**config.mk**
```make
export PLATFORM = sky130hd
export DESIGN_NAME = ddic_top
export DESIGN_NICKNAME = d
export VERILOG_FILES = /design/src/ddic_pkg.sv /design/src/ddic_sync3.sv /design/src/ddic_top.sv
export VERILOG_INCLUDE_DIRS = /design/src /design/src/src
export SDC_FILE = /design/constraint.sdc
export NUM_CORES = 1
export LEC_CHECK = 0
export BUFFER_PORTS_ARGS = -buffer_cell sky130_fd_sc_hd__buf_4
export CAP_MARGIN = 5
export CORE_ASPECT_RATIO = 0.75
export CORE_MARGIN = 5
export CORE_UTILIZATION = 56
export CTS_CLUSTER_DIAMETER = 40
export DETAILED_ROUTE_END_ITERATION = 10
export HOLD_SLACK_MARGIN = 0.08
export PLACE_DENSITY = 0.84
export SETUP_SLACK_MARGIN = 0.3
export SKIP_CTS_REPAIR_TIMING = 1
export SLEW_MARGIN = 30
export SYNTH_ARGS = -nofsm -noshare
export SYNTH_HDL_FRONTEND = slang
export SYNTH_SLANG_ARGS = --single-unit
```
**constraint.sdc**
```tcl
create_clock -name clk -period 1.9 [get_ports clk]
set_input_delay 0.38 -clock clk [delete_from_list [all_inputs] [get_ports clk]]
set_output_delay 0.38 -clock clk [all_outputs]
set_load 0.005 [all_outputs]
```
**src/ddic_params.svh**
```systemverilog
// Purpose: constants for the driver-disable and interrupt configuration block
// Assumes: 16-bit register words, one system clock
// Notes: bit positions of the configuration word
`ifndef DDIC_PARAMS_SVH
`define DDIC_PARAMS_SVH
`define DDIC_CFG_ADDR 9'h1c5
`define DDIC_STATUS_ADDR 9'h1d2
`define DDIC_CFG_RESET 16'h6000
`define DDIC_B_FWD_HOST 0
`define DDIC_B_FWD_C0C1 1
`define DDIC_B_FWD_C1C1 2
`define DDIC_B_FWD_C0C2 3
`define DDIC_B_FWD_C1C2 4
`define DDIC_B_RET_SEL 5
`define DDIC_B_PREDRV_UV_MASK 6
`define DDIC_B_FIVE_UV_MASK 7
`define DDIC_B_BOOST_UV_MASK 8
`define DDIC_B_ENPIN_MASK 9
`define DDIC_B_OVT_MASK 10
`define DDIC_B_BOOST_DIS 11
`define DDIC_B_BOOST_MON 12
`define DDIC_B_LAST_LS_OVR 13
`define DDIC_B_REG_SEL 14
`define DDIC_B_PART_OVR 15
`define DDIC_SYNC_STAGES 3
`endif

```
**src/ddic_pkg.sv**
```systemverilog
// Purpose: types for the driver-disable and interrupt configuration block
// Assumes: nothing beyond the params header
// Notes: core forward vector indexed by core number
package ddic_pkg;
    typedef logic [15:0] ddic_word_t;
    typedef logic [3:0] ddic_core_vec_t;
    typedef logic [2:0] ddic_sync_t;
endpackage

```
**src/ddic_sync3.sv**
```systemverilog
// Purpose: three-stage synchroniser with agreement filter
// Assumes: input asynchronous to clk
// Notes: stage one is read only by stage two
`timescale 1ns/1ps
`include "ddic_params.svh"
module ddic_sync3 #(
    parameter logic INIT = 1'b0
) (
    // Clock and reset
    input wire logic clk,
    input wire logic sys_rst,
    // Async in, filtered out
    input wire logic asyncIn,
    output logic syncOut
);
    typedef struct packed {
        logic [2:0] stages;
        logic out;
    } ddic_sync_state_t;
    ddic_sync_state_t st_r;
    ddic_sync_state_t st_nxt;
    always_comb begin
        st_nxt = st_r;
        st_nxt.stages = {st_r.stages[1:0], asyncIn};
        // Output takes stage three only when stages two and three agree
        if (st_r.stages[1] == st_r.stages[2]) begin
            st_nxt.out = st_r.stages[2];
        end
    end
    always_ff @(posedge clk) begin
        if (sys_rst) begin
            st_r <= {{3{INIT}}, INIT};
        end else begin
            st_r <= st_nxt;
        end
    end
    assign syncOut = st_r.out;
endmodule

```
**src/ddic_top.sv**
```systemverilog
// Purpose: driver-disable conditions, local interrupt and its forwarding, return request, driver options
// Assumes: register access via documented register port (address, write, read strobes)
// Notes: condition inputs are pins from analog monitors and pass synchronisers
// Contract
// A 16-bit lockable read/write config register resets to 0x6000 (bits 14 and 13 set).
// Bit 9 gates the driver-enable-pin disable condition into the local interrupt.
// The overtemperature mask bit gates overtemperature into the local interrupt.
// Bits 8, 7 and 6 gate boost, 5 V and pre-driver undervoltage into the local interrupt.
// Bit 0 forwards the local interrupt to the host interrupt pin.
// Bits 1 to 4 forward the local interrupt to each of the four microcores.
// With return-select zero a return request goes to all cores when drivers re-enable.
// With return-select one a return request goes to all cores when the status register is cleared.
// Bit 11's disable bit makes boost undervoltage disable the drivers; the code clears driversOn (high sides, partial group); other low sides ignore it.
// The boost monitor bit selects divide by 32 (zero) or by 4 (one).
// Bit 13 enables low-side seven regardless of the enable pin.
// Bit 15 keeps high-side five and low-side three and six free of the enable pin.
// Bit 14 drives regulator select, zero internal, one external.
// During bootstrap init the regulator select is the inverse of the latched debug strap.
// The latched strap survives SPI reset and only power-on or pin reset update it.
// Status error bits clear on a status write, or a status read when reset-on-read is set.
// Local interrupt is the OR of masked conditions; each destination ANDs its forward bit.
`timescale 1ns/1ps
`include "ddic_params.svh"
module ddic_top
    import ddic_pkg::*;
(
    // Clock and reset
    input wire logic clk,
    input wire logic sys_rst,
    input wire logic spi_reset,
    input wire logic power_on_reset_n,
    input wire logic pin_reset_n,
    // Register port
    input wire logic [8:0] regAddr,
    input wire logic regWrite,
    input wire logic regRead,
    input wire ddic_word_t regWdata,
    input wire logic cfgLocked,
    input wire logic resetOnReadEn,
    output ddic_word_t regRdata,
    // Condition pins
    input wire logic driverEnablePin,
    input wire logic overTemp,
    input wire logic boostUv,
    input wire logic fiveVoltUv,
    input wire logic predrvUv,
    input wire logic debug_strap_pin,
    input wire logic bootstrapInit,
    // Outputs
    output logic host_interrupt_pin_n,
    output ddic_core_vec_t coreIrq,
    output logic coreReturnReq,
    output logic enHighSide,
    output logic enLowSide,
    output logic enLowSideSeven,
    output logic enPartialGroup,
    output logic boostDivBy4,
    output logic regSelExternal
);
    import ddic_pkg::*;

    typedef struct packed {
        ddic_word_t cfg;
        logic [6:0] status;
        logic strap;
        logic [1:0] porHist;
        logic [1:0] pinHist;
        logic driversOn;
        logic lsOn;
        logic retReq;
        logic hostIrq;
        ddic_core_vec_t coreIrqQ;
        ddic_word_t rdata;
    } ddic_state_t;

    ddic_state_t st_r;
    ddic_state_t st_nxt;
    logic drvEnS, ovtS, boostUvS, fiveUvS, predrvUvS;
    logic localIrq, drvAllowed, statusClear;

    function automatic logic cfgBit(input ddic_word_t c, input int idx);
        cfgBit = c[idx];
    endfunction

    // Enable pin idles high; a low reset value would fake a disable after reset
    ddic_sync3 #(.INIT(1'b1)) uSyncEn (.clk(clk), .sys_rst(sys_rst), .asyncIn(driverEnablePin), .syncOut(drvEnS));
    ddic_sync3 #(.INIT(1'b0)) uSyncOt (.clk(clk), .sys_rst(sys_rst), .asyncIn(overTemp), .syncOut(ovtS));
    ddic_sync3 #(.INIT(1'b0)) uSyncBu (.clk(clk), .sys_rst(sys_rst), .asyncIn(boostUv), .syncOut(boostUvS));
    ddic_sync3 #(.INIT(1'b0)) uSyncFu (.clk(clk), .sys_rst(sys_rst), .asyncIn(fiveVoltUv), .syncOut(fiveUvS));
    ddic_sync3 #(.INIT(1'b0)) uSyncPu (.clk(clk), .sys_rst(sys_rst), .asyncIn(predrvUv), .syncOut(predrvUvS));

    always_comb begin
        st_nxt = st_r;
        // Masked conditions ORed into local interrupt
        localIrq = (cfgBit(st_r.cfg, `DDIC_B_ENPIN_MASK) & ~drvEnS)
            | (cfgBit(st_r.cfg, `DDIC_B_OVT_MASK) & ovtS)
            | (cfgBit(st_r.cfg, `DDIC_B_BOOST_UV_MASK) & boostUvS)
            | (cfgBit(st_r.cfg, `DDIC_B_FIVE_UV_MASK) & fiveUvS)
            | (cfgBit(st_r.cfg, `DDIC_B_PREDRV_UV_MASK) & predrvUvS);
        drvAllowed = drvEnS & ~fiveUvS & ~predrvUvS
            & ~(cfgBit(st_r.cfg, `DDIC_B_BOOST_DIS) & boostUvS);
        statusClear = (regAddr == `DDIC_STATUS_ADDR) & (regWrite | (regRead & resetOnReadEn));
        st_nxt.hostIrq = localIrq & cfgBit(st_r.cfg, `DDIC_B_FWD_HOST);
        st_nxt.coreIrqQ = {4{localIrq}} & st_r.cfg[`DDIC_B_FWD_C1C2:`DDIC_B_FWD_C0C1];
        st_nxt.driversOn = drvAllowed;
        // Low sides ignore boost undervoltage
        st_nxt.lsOn = drvEnS & ~fiveUvS & ~predrvUvS;
        if (cfgBit(st_r.cfg, `DDIC_B_RET_SEL)) begin
            st_nxt.retReq = statusClear;
        end else begin
            st_nxt.retReq = drvAllowed & ~st_r.driversOn;
        end
        // Config write, honouring lock
        if (regWrite && regAddr == `DDIC_CFG_ADDR && !cfgLocked) begin
            st_nxt.cfg = regWdata;
        end
        // Status: set wins over clear
        if (statusClear) begin
            st_nxt.status = 7'h00;
        end
        st_nxt.status[0] = (statusClear ? 1'b0 : st_r.status[0]) | predrvUvS;
        st_nxt.status[1] = (statusClear ? 1'b0 : st_r.status[1]) | fiveUvS;
        st_nxt.status[2] = (statusClear ? 1'b0 : st_r.status[2])
            | (boostUvS & cfgBit(st_r.cfg, `DDIC_B_BOOST_DIS));
        st_nxt.status[3] = (statusClear ? 1'b0 : st_r.status[3]) | ovtS;
        st_nxt.status[4] = drvEnS;
        // Enable-pin latch: one while pin not low since clear
        st_nxt.status[5] = (statusClear ? 1'b1 : st_r.status[5]) & drvEnS;
        st_nxt.status[6] = 1'b0;
        // Strap captured at release of either hardware reset
        st_nxt.porHist = {st_r.porHist[0], power_on_reset_n};
        st_nxt.pinHist = {st_r.pinHist[0], pin_reset_n};
        if ((st_r.porHist == 2'b01) || (st_r.pinHist == 2'b01)) begin
            st_nxt.strap = debug_strap_pin;
        end
        if (regRead) begin
            case (regAddr)
                `DDIC_CFG_ADDR: st_nxt.rdata = st_r.cfg;
                `DDIC_STATUS_ADDR: st_nxt.rdata = {9'h000, st_r.status};
                default: st_nxt.rdata = 16'h0000;
            endcase
        end
    end

    always_ff @(posedge clk) begin
        if (sys_rst || spi_reset) begin
            // Strap kept across SPI reset
            st_r <= '0;
            st_r.cfg <= `DDIC_CFG_RESET;
            st_r.status <= 7'h20;
            // Strap and reset-pin history keep running so a release during reset is seen
            st_r.strap <= st_nxt.strap;
            st_r.porHist <= st_nxt.porHist;
            st_r.pinHist <= st_nxt.pinHist;
        end else begin
            st_r <= st_nxt;
        end
    end

    assign regRdata = st_r.rdata;
    assign host_interrupt_pin_n = ~st_r.hostIrq;
    assign coreIrq = st_r.coreIrqQ;
    assign coreReturnReq = st_r.retReq;
    assign enHighSide = st_r.driversOn;
    assign enLowSide = st_r.lsOn;
    assign enLowSideSeven = st_r.lsOn | (cfgBit(st_r.cfg, `DDIC_B_LAST_LS_OVR) & ~fiveUvS & ~predrvUvS);
    assign enPartialGroup = st_r.driversOn | (cfgBit(st_r.cfg, `DDIC_B_PART_OVR) & ~fiveUvS & ~predrvUvS);
    assign boostDivBy4 = cfgBit(st_r.cfg, `DDIC_B_BOOST_MON);
    // Bootstrap init bypasses the register bit
    assign regSelExternal = bootstrapInit ? ~st_r.strap : cfgBit(st_r.cfg, `DDIC_B_REG_SEL);
endmodule

```
-- Word-level counts from Yosys, hierarchy flattened
Index checks and enable logic that the tools add are counted.
- bits in registers: 72
- bits in latches: 0
- bits in writable memories: 0
- memory bits (read-only): 0
- input bits: 41
- word-level logic and storage cells: 82
- memories kept: 0
- $add $sub $neg: 0
- multiply operators: 0
- divide/modulo/power cells: 0
- magnitude comparators: 0
- equality and inequality tests: 9
- shift-type cells: 0
- multiplexer cells: 9
- bitwise operators: 37
- reduce and logical (&&, ||, !) cells: 5
- operators with widths (kind ; count):
    one-hot mux 16 bit (2 select lines) ; 1
    AND 1 bit ; 18
    equality test 9 bit, second input constant ; 2
    bitwise OR 1 bit ; 11
    2-to-1 mux 1 bit ; 8
    NOT 1 bit ; 7
    equality test 1 bit ; 5
    AND 4 bit ; 1
    equality test 2 x 1 -> 1 bit, second input constant ; 2
    logical AND 1 bit ; 2
    logical OR 1 bit ; 2
    zero test 1 bit ; 1

-- Longest topological paths before layout
- depth after elaboration: 7
- mapped depth: 5
- depth with buffers taken out: 4

-- By module
Synthesis repeated with hierarchy kept, for this count alone.
- cells, all modules: 286
- area, all modules: 2692.6 µm²
- by module, submodules not included (module ; times used ; cells an instance ; area an instance (µm²) ; sequential area each (µm²)):
    ddic_top ; 1 ; 236 ; 2127.0 ; 1031.0
    ddic_sync3 (uSyncBu ...) ; 4 ; 10 ; 112.6 ; 80.1
    ddic_sync3 (uSyncEn) ; 1 ; 10 ; 115.1 ; 80.1

-- Worst setup path after synthesis
Ideal clock, no wire load.
- path type: input to register
- start point: input port regAddr[5]
- end point: register st_r[38] in the netlist's numbering
- library setup time: 0.117 ns
- data arrival time: 1.225 ns
- required time: 1.783 ns
- setup slack: 0.557 ns
- stages on the path: 4
- buffers on the path: 1
- path through: nand4b_4 > nor4_4 > buf_4 > o21ai_1
- word-level cells in the longest chain between the ends: 3
- ends and longest elaborated chain (what ; line ; source):
    start, declared ; ddic_top.sv:34 ; input wire logic [8:0] regAddr,
    equality test 9 bit ; -- ;
    logical AND 1 bit (no line) ; -- ;
    logical AND 1 bit ; ddic_top.sv:114 ; if (regWrite && regAddr == `DDIC_CFG_ADDR && !cfgLocked) begin
    end signal, assigned ; ddic_top.sv:156 ; st_r <= st_nxt;
    end, declared ; ddic_top.sv:76 ; ddic_state_t st_r;
No other way between the ends.
A chain may end at the register's enable or synchronous reset.

-- Worst setup path in the final report
- start point: register uSyncFu.st_r (netlist bit uSyncFu.syncOut)
- end point: output port enPartialGroup
- word-level cells in the longest chain between the ends: 4
- ends and longest elaborated chain (what ; line ; source):
    start, declared ; ddic_sync3.sv:20 ; ddic_sync_state_t st_r;
    start signal, assigned ; ddic_sync3.sv:32 ; st_r <= {{3{INIT}}, INIT};
    start signal, assigned ; ddic_sync3.sv:34 ; st_r <= st_nxt;
    NOT 1 bit ; ddic_top.sv:167 ; assign enPartialGroup = st_r.driversOn | (cfgBit(st_r.cfg, `DDIC_B_PART_OVR) & ~fiveUvS & ~predrvUvS);
    AND 1 bit (2 in series) ; ddic_top.sv:167 ;
    bitwise OR 1 bit ; ddic_top.sv:167 ;
    end, declared ; ddic_top.sv:56 ; output logic enPartialGroup,
No other way between the ends.

==> results.md <==
Routing:
- The DRC violation count after routing is 0.
- The number of search-and-repair iterations in the first detailed-routing pass is 4.
- The final route contains 2127 vias.
- The final layout contains routed wiring with a total length of 5950 um.
- In the routed layout, each cell is associated on average with a via count of 5.36.
- The remaining antenna violation count is 0.
- The detailed-route wire length per cell is 15.0 um.
- For this block, the initial DRC count from the detailed router was 163.

Floorplanning:
- The vertical die dimension is 69.8 um.
- After floorplanning, the core was sized to cover 4550 sq um.
- 69 I/O pins were placed.
- From left edge to right edge, the die measures 89.8 um.
- The initial utilization of the core area, before any placement, comes to 0.588.
- The die footprint is 6270 sq um.
- The number of cell rows is 21.

STA:
- The number of pins exceeding their max-slew limit in the final report is 0.
- The number of failing hold endpoints at the final stage is 0.
- The smallest clock period supported by the final layout is computed as 1510 ps.
- The total setup violations reported at the end of the flow is 0.
- Setup repair after global routing left no endpoint under its margin.
- In the post-route analysis, the smallest setup slack over all paths is 389 ps.
- The summed negative setup slack over all endpoints is 0 ps.
- In the finished design, the share of the clock period the worst path needs comes to 0.795.
- The normalized max-slew margin is 0.736.
- Timing would allow up to 662 MHz.
- For the pin with the worst max-slew slack, the measured transition is 397 ps.
- Between clock sinks in the finished design, the worst skew comes to 5.62 ps.

Finish:
- The library cells used most frequently in the layout, excluding fill and tap cells, are 71 x buf_4, 68 x dfxtp_1, 32 x nand2_1, 24 x a21oi_1, 24 x nand3_1.
- The layout net count is 377.
- The layout overhead on the synthesized area is 25.0%.
- The most common cell after layout, fill and taps aside is buf_4.
- With fillers left out, the area of the finished cells amounts to 3340 sq um.
- The proportion of layout cells with a drive suffix above 1 is 0.297.
- The register with the most flip-flops in the final layout is st_r.
- The diode insertion count for antenna repair is 0.
- The non-filler instance count after layout is 397.
- The flip-flop count of the largest register after layout is 25.

Place:
- Counting tap cells, the placed design contains a total of 382 instances.
- In this run the cell area measured after placement is 3090 sq um.
- Summed over all nets, the half-perimeter wirelength after detailed placement is 4100 um.
- Routability-driven placement finished with a final weighted congestion of 0.805.
- OpenSTA, run right after detailed placement, puts the worst setup slack at 316 ps.
- Port buffering added 68 buffers.

Setup path:
- Counting both buffers and inverters, the worst setup path holds a total of 1.
- The critical path is of the reg -> out type.
- For this run, the slowest stage of the critical path takes 410 ps.
- The sort of element at the start of the critical path is a flip-flop.
- Along the worst path, the maximum fanout reaches 5.
- Broken down by cell family, the worst path's largest delay share belongs to flip-flops.
- The worst setup path is captured at an output pin.
- The standard cell with the maximum stage delay on the critical path is dfxtp_2.
- The setup slack of the worst register-to-register path is 590 ps.
- Traced cell by cell, the critical path runs through nor2_4 > a21o_1 > buf_4.
- The required time of the worst setup path is 1520 ps.
- For the worst setup path, the data arrival time is 1130 ps.

Global routing:
- The first-pass GRT wire length is 9890 um.
- The largest net degree at the start of global routing is 37.
- Across every metal layer, demand over resource in global routing totals 0.198.
- The number of antenna violations at the first check in global routing is 0.
- The total global routing overflow is 0.
- The number of global-route vias before repair is 2053.

Logic synthesis:
- Summing every instance area after synthesis gives 2670 sq um.
- The number of cells produced by synthesis is 287.
- Each instance of the synthesized netlist takes up on average 9.32 sq um.
- After synthesis the netlist holds a flip-flop and latch count of 71.
- The sequential area share after synthesis is 0.535.
- Yosys mapped the design onto 35 distinct sky130hd cell types.
- The count of yosys warnings during synthesis is 0.
- The synthesized netlist net count is 328.

CTS:
- TritonCTS built the clock tree.
- The clock sink count is 71.
- For the worst-skew pair, the clock arrives at the later sink with an insertion delay of 350 ps.
- In this run the number of H-tree levels came out at 3.
- After clock tree synthesis, the clock-pin slew on the worst setup and hold paths is 70 ps.
- The root buffer selected by CTS is clkbuf_8.
- The maximum clock path buffer count is 2.
- The number of buffers created by CTS is 9.

Job:
- The max-cap check violation count is 0.

Worst hold path:
- The type of the worst min-delay path is in -> reg.

Power:
- The total power after layout is 3.14 mW.
- The standby leakage power is 1.35 nW.
- IR analysis of the VDD net gives a maximum drop of 0.000732 V.
- Power spread over the standard cell area amounts to 941 nW/um^2.

Status:
- The run finished with clean final reports.
path summary, 6_finish.rpt:
path,end,startpoint,cells past startpoint
max,enPartialGroup,uSyncFu.syncOut$_SDFFE_PP0N_,3
min,st_nxt[25]$_DFF_P_,pin_reset_n,1
max reg2reg,coreIrq[3]$_SDFF_PP0_,uSyncEn.syncOut$_SDFFE_PP1N_,4
min reg2reg,st_r[25]$_DFF_P_,st_nxt[25]$_DFF_P_,0
logic make-up (layout without fill, tap and decap cells):
kind of cell / Yosys count / in the layout / share of synthesized area
AOI/OAI and AO/OA: 64 / 64 / 0.131
buffers and inverters: 40 / 93 / 0.0941
and+or+nand+nor: 112 / 112 / 0.239
DFF: 71 / 71 / 0.535
where the power goes:
| part | switching, mW | internal (mW) |
|---|---|---|
| sequential | 0.0120 | 1.52 |
| combinational | 0.0753 | 0.0977 |
| clock | 0.538 | 0.902 |
| total | 0.625 | 2.52 |
worst reg2reg max path, delay by kind of cell, from the launching register on:
family | cells | cell delay [ps]
flip-flops | 1 | 450
AO/OA/AOI/OAI | 2 | 450
AND/OR/NAND/NOR | 1 | 200
buffers and inverters | 1 | 120
synth_stat cells:
master | n | area share
a21boi_0 | 1 | 0.0028
a21o_1 | 3 | 0.0084
a21oi_1 | 24 | 0.045
a222oi_1 | 1 | 0.0037
a22oi_1 | 2 | 0.0056
a31oi_1 | 6 | 0.014
and2_1 | 5 | 0.012
and3_1 | 2 | 0.0047
and4_1 | 1 | 0.0033
and4b_1 | 1 | 0.0037
and4bb_2 | 1 | 0.0047
buf_2 | 3 | 0.0056
buf_4 | 22 | 0.062
buf_6 | 2 | 0.0084
clkbuf_1 | 8 | 0.011
dfxtp_1 | 70 | 0.52
edfxtp_1 | 1 | 0.011
inv_1 | 5 | 0.0070
nand2_1 | 32 | 0.045
nand2b_1 | 11 | 0.026
nand3_1 | 24 | 0.045
nand4_1 | 1 | 0.0023
nand4b_1 | 1 | 0.0033
nand4b_4 | 1 | 0.0089
nand4bb_4 | 1 | 0.010
nor2_1 | 11 | 0.015
nor2b_1 | 12 | 0.028
nor3_1 | 2 | 0.0037
nor3_4 | 1 | 0.0061
nor4_4 | 1 | 0.0080
o21ai_0 | 11 | 0.021
o21ai_1 | 14 | 0.026
o21bai_1 | 1 | 0.0028
o22ai_1 | 1 | 0.0023
or2_2 | 4 | 0.0094
layout make-up:
class                      instances  area (sq um)
clock buffer                      10           138
clock inverter                     5           106
fill                             333          1200
inverter                           5          18.8
multi-input combinational        176          1000
sequential                        71          1430
tap                               57          71.3
timing repair buffer              73           573
per-layer routing:
metal / GRT usage / wire [um] / vias to the layer above
li1: - / - / 1052
met3: 0.106 / 650 / 9
met2: 0.305 / 2770 / 96
met5: 0 / 0 / -
met1: 0.232 / 2440 / 970
met4: 0.0688 / 82 / 0
metrics by stage:
step,utilization,hold WS (ps)
floorplan,-,331
global placement,0.679,334
detailed placement,0.679,341
CTS,0.733,124
global route,0.735,114
finish,0.735,136
No activity file was read; power rests on OpenSTA's default activity.
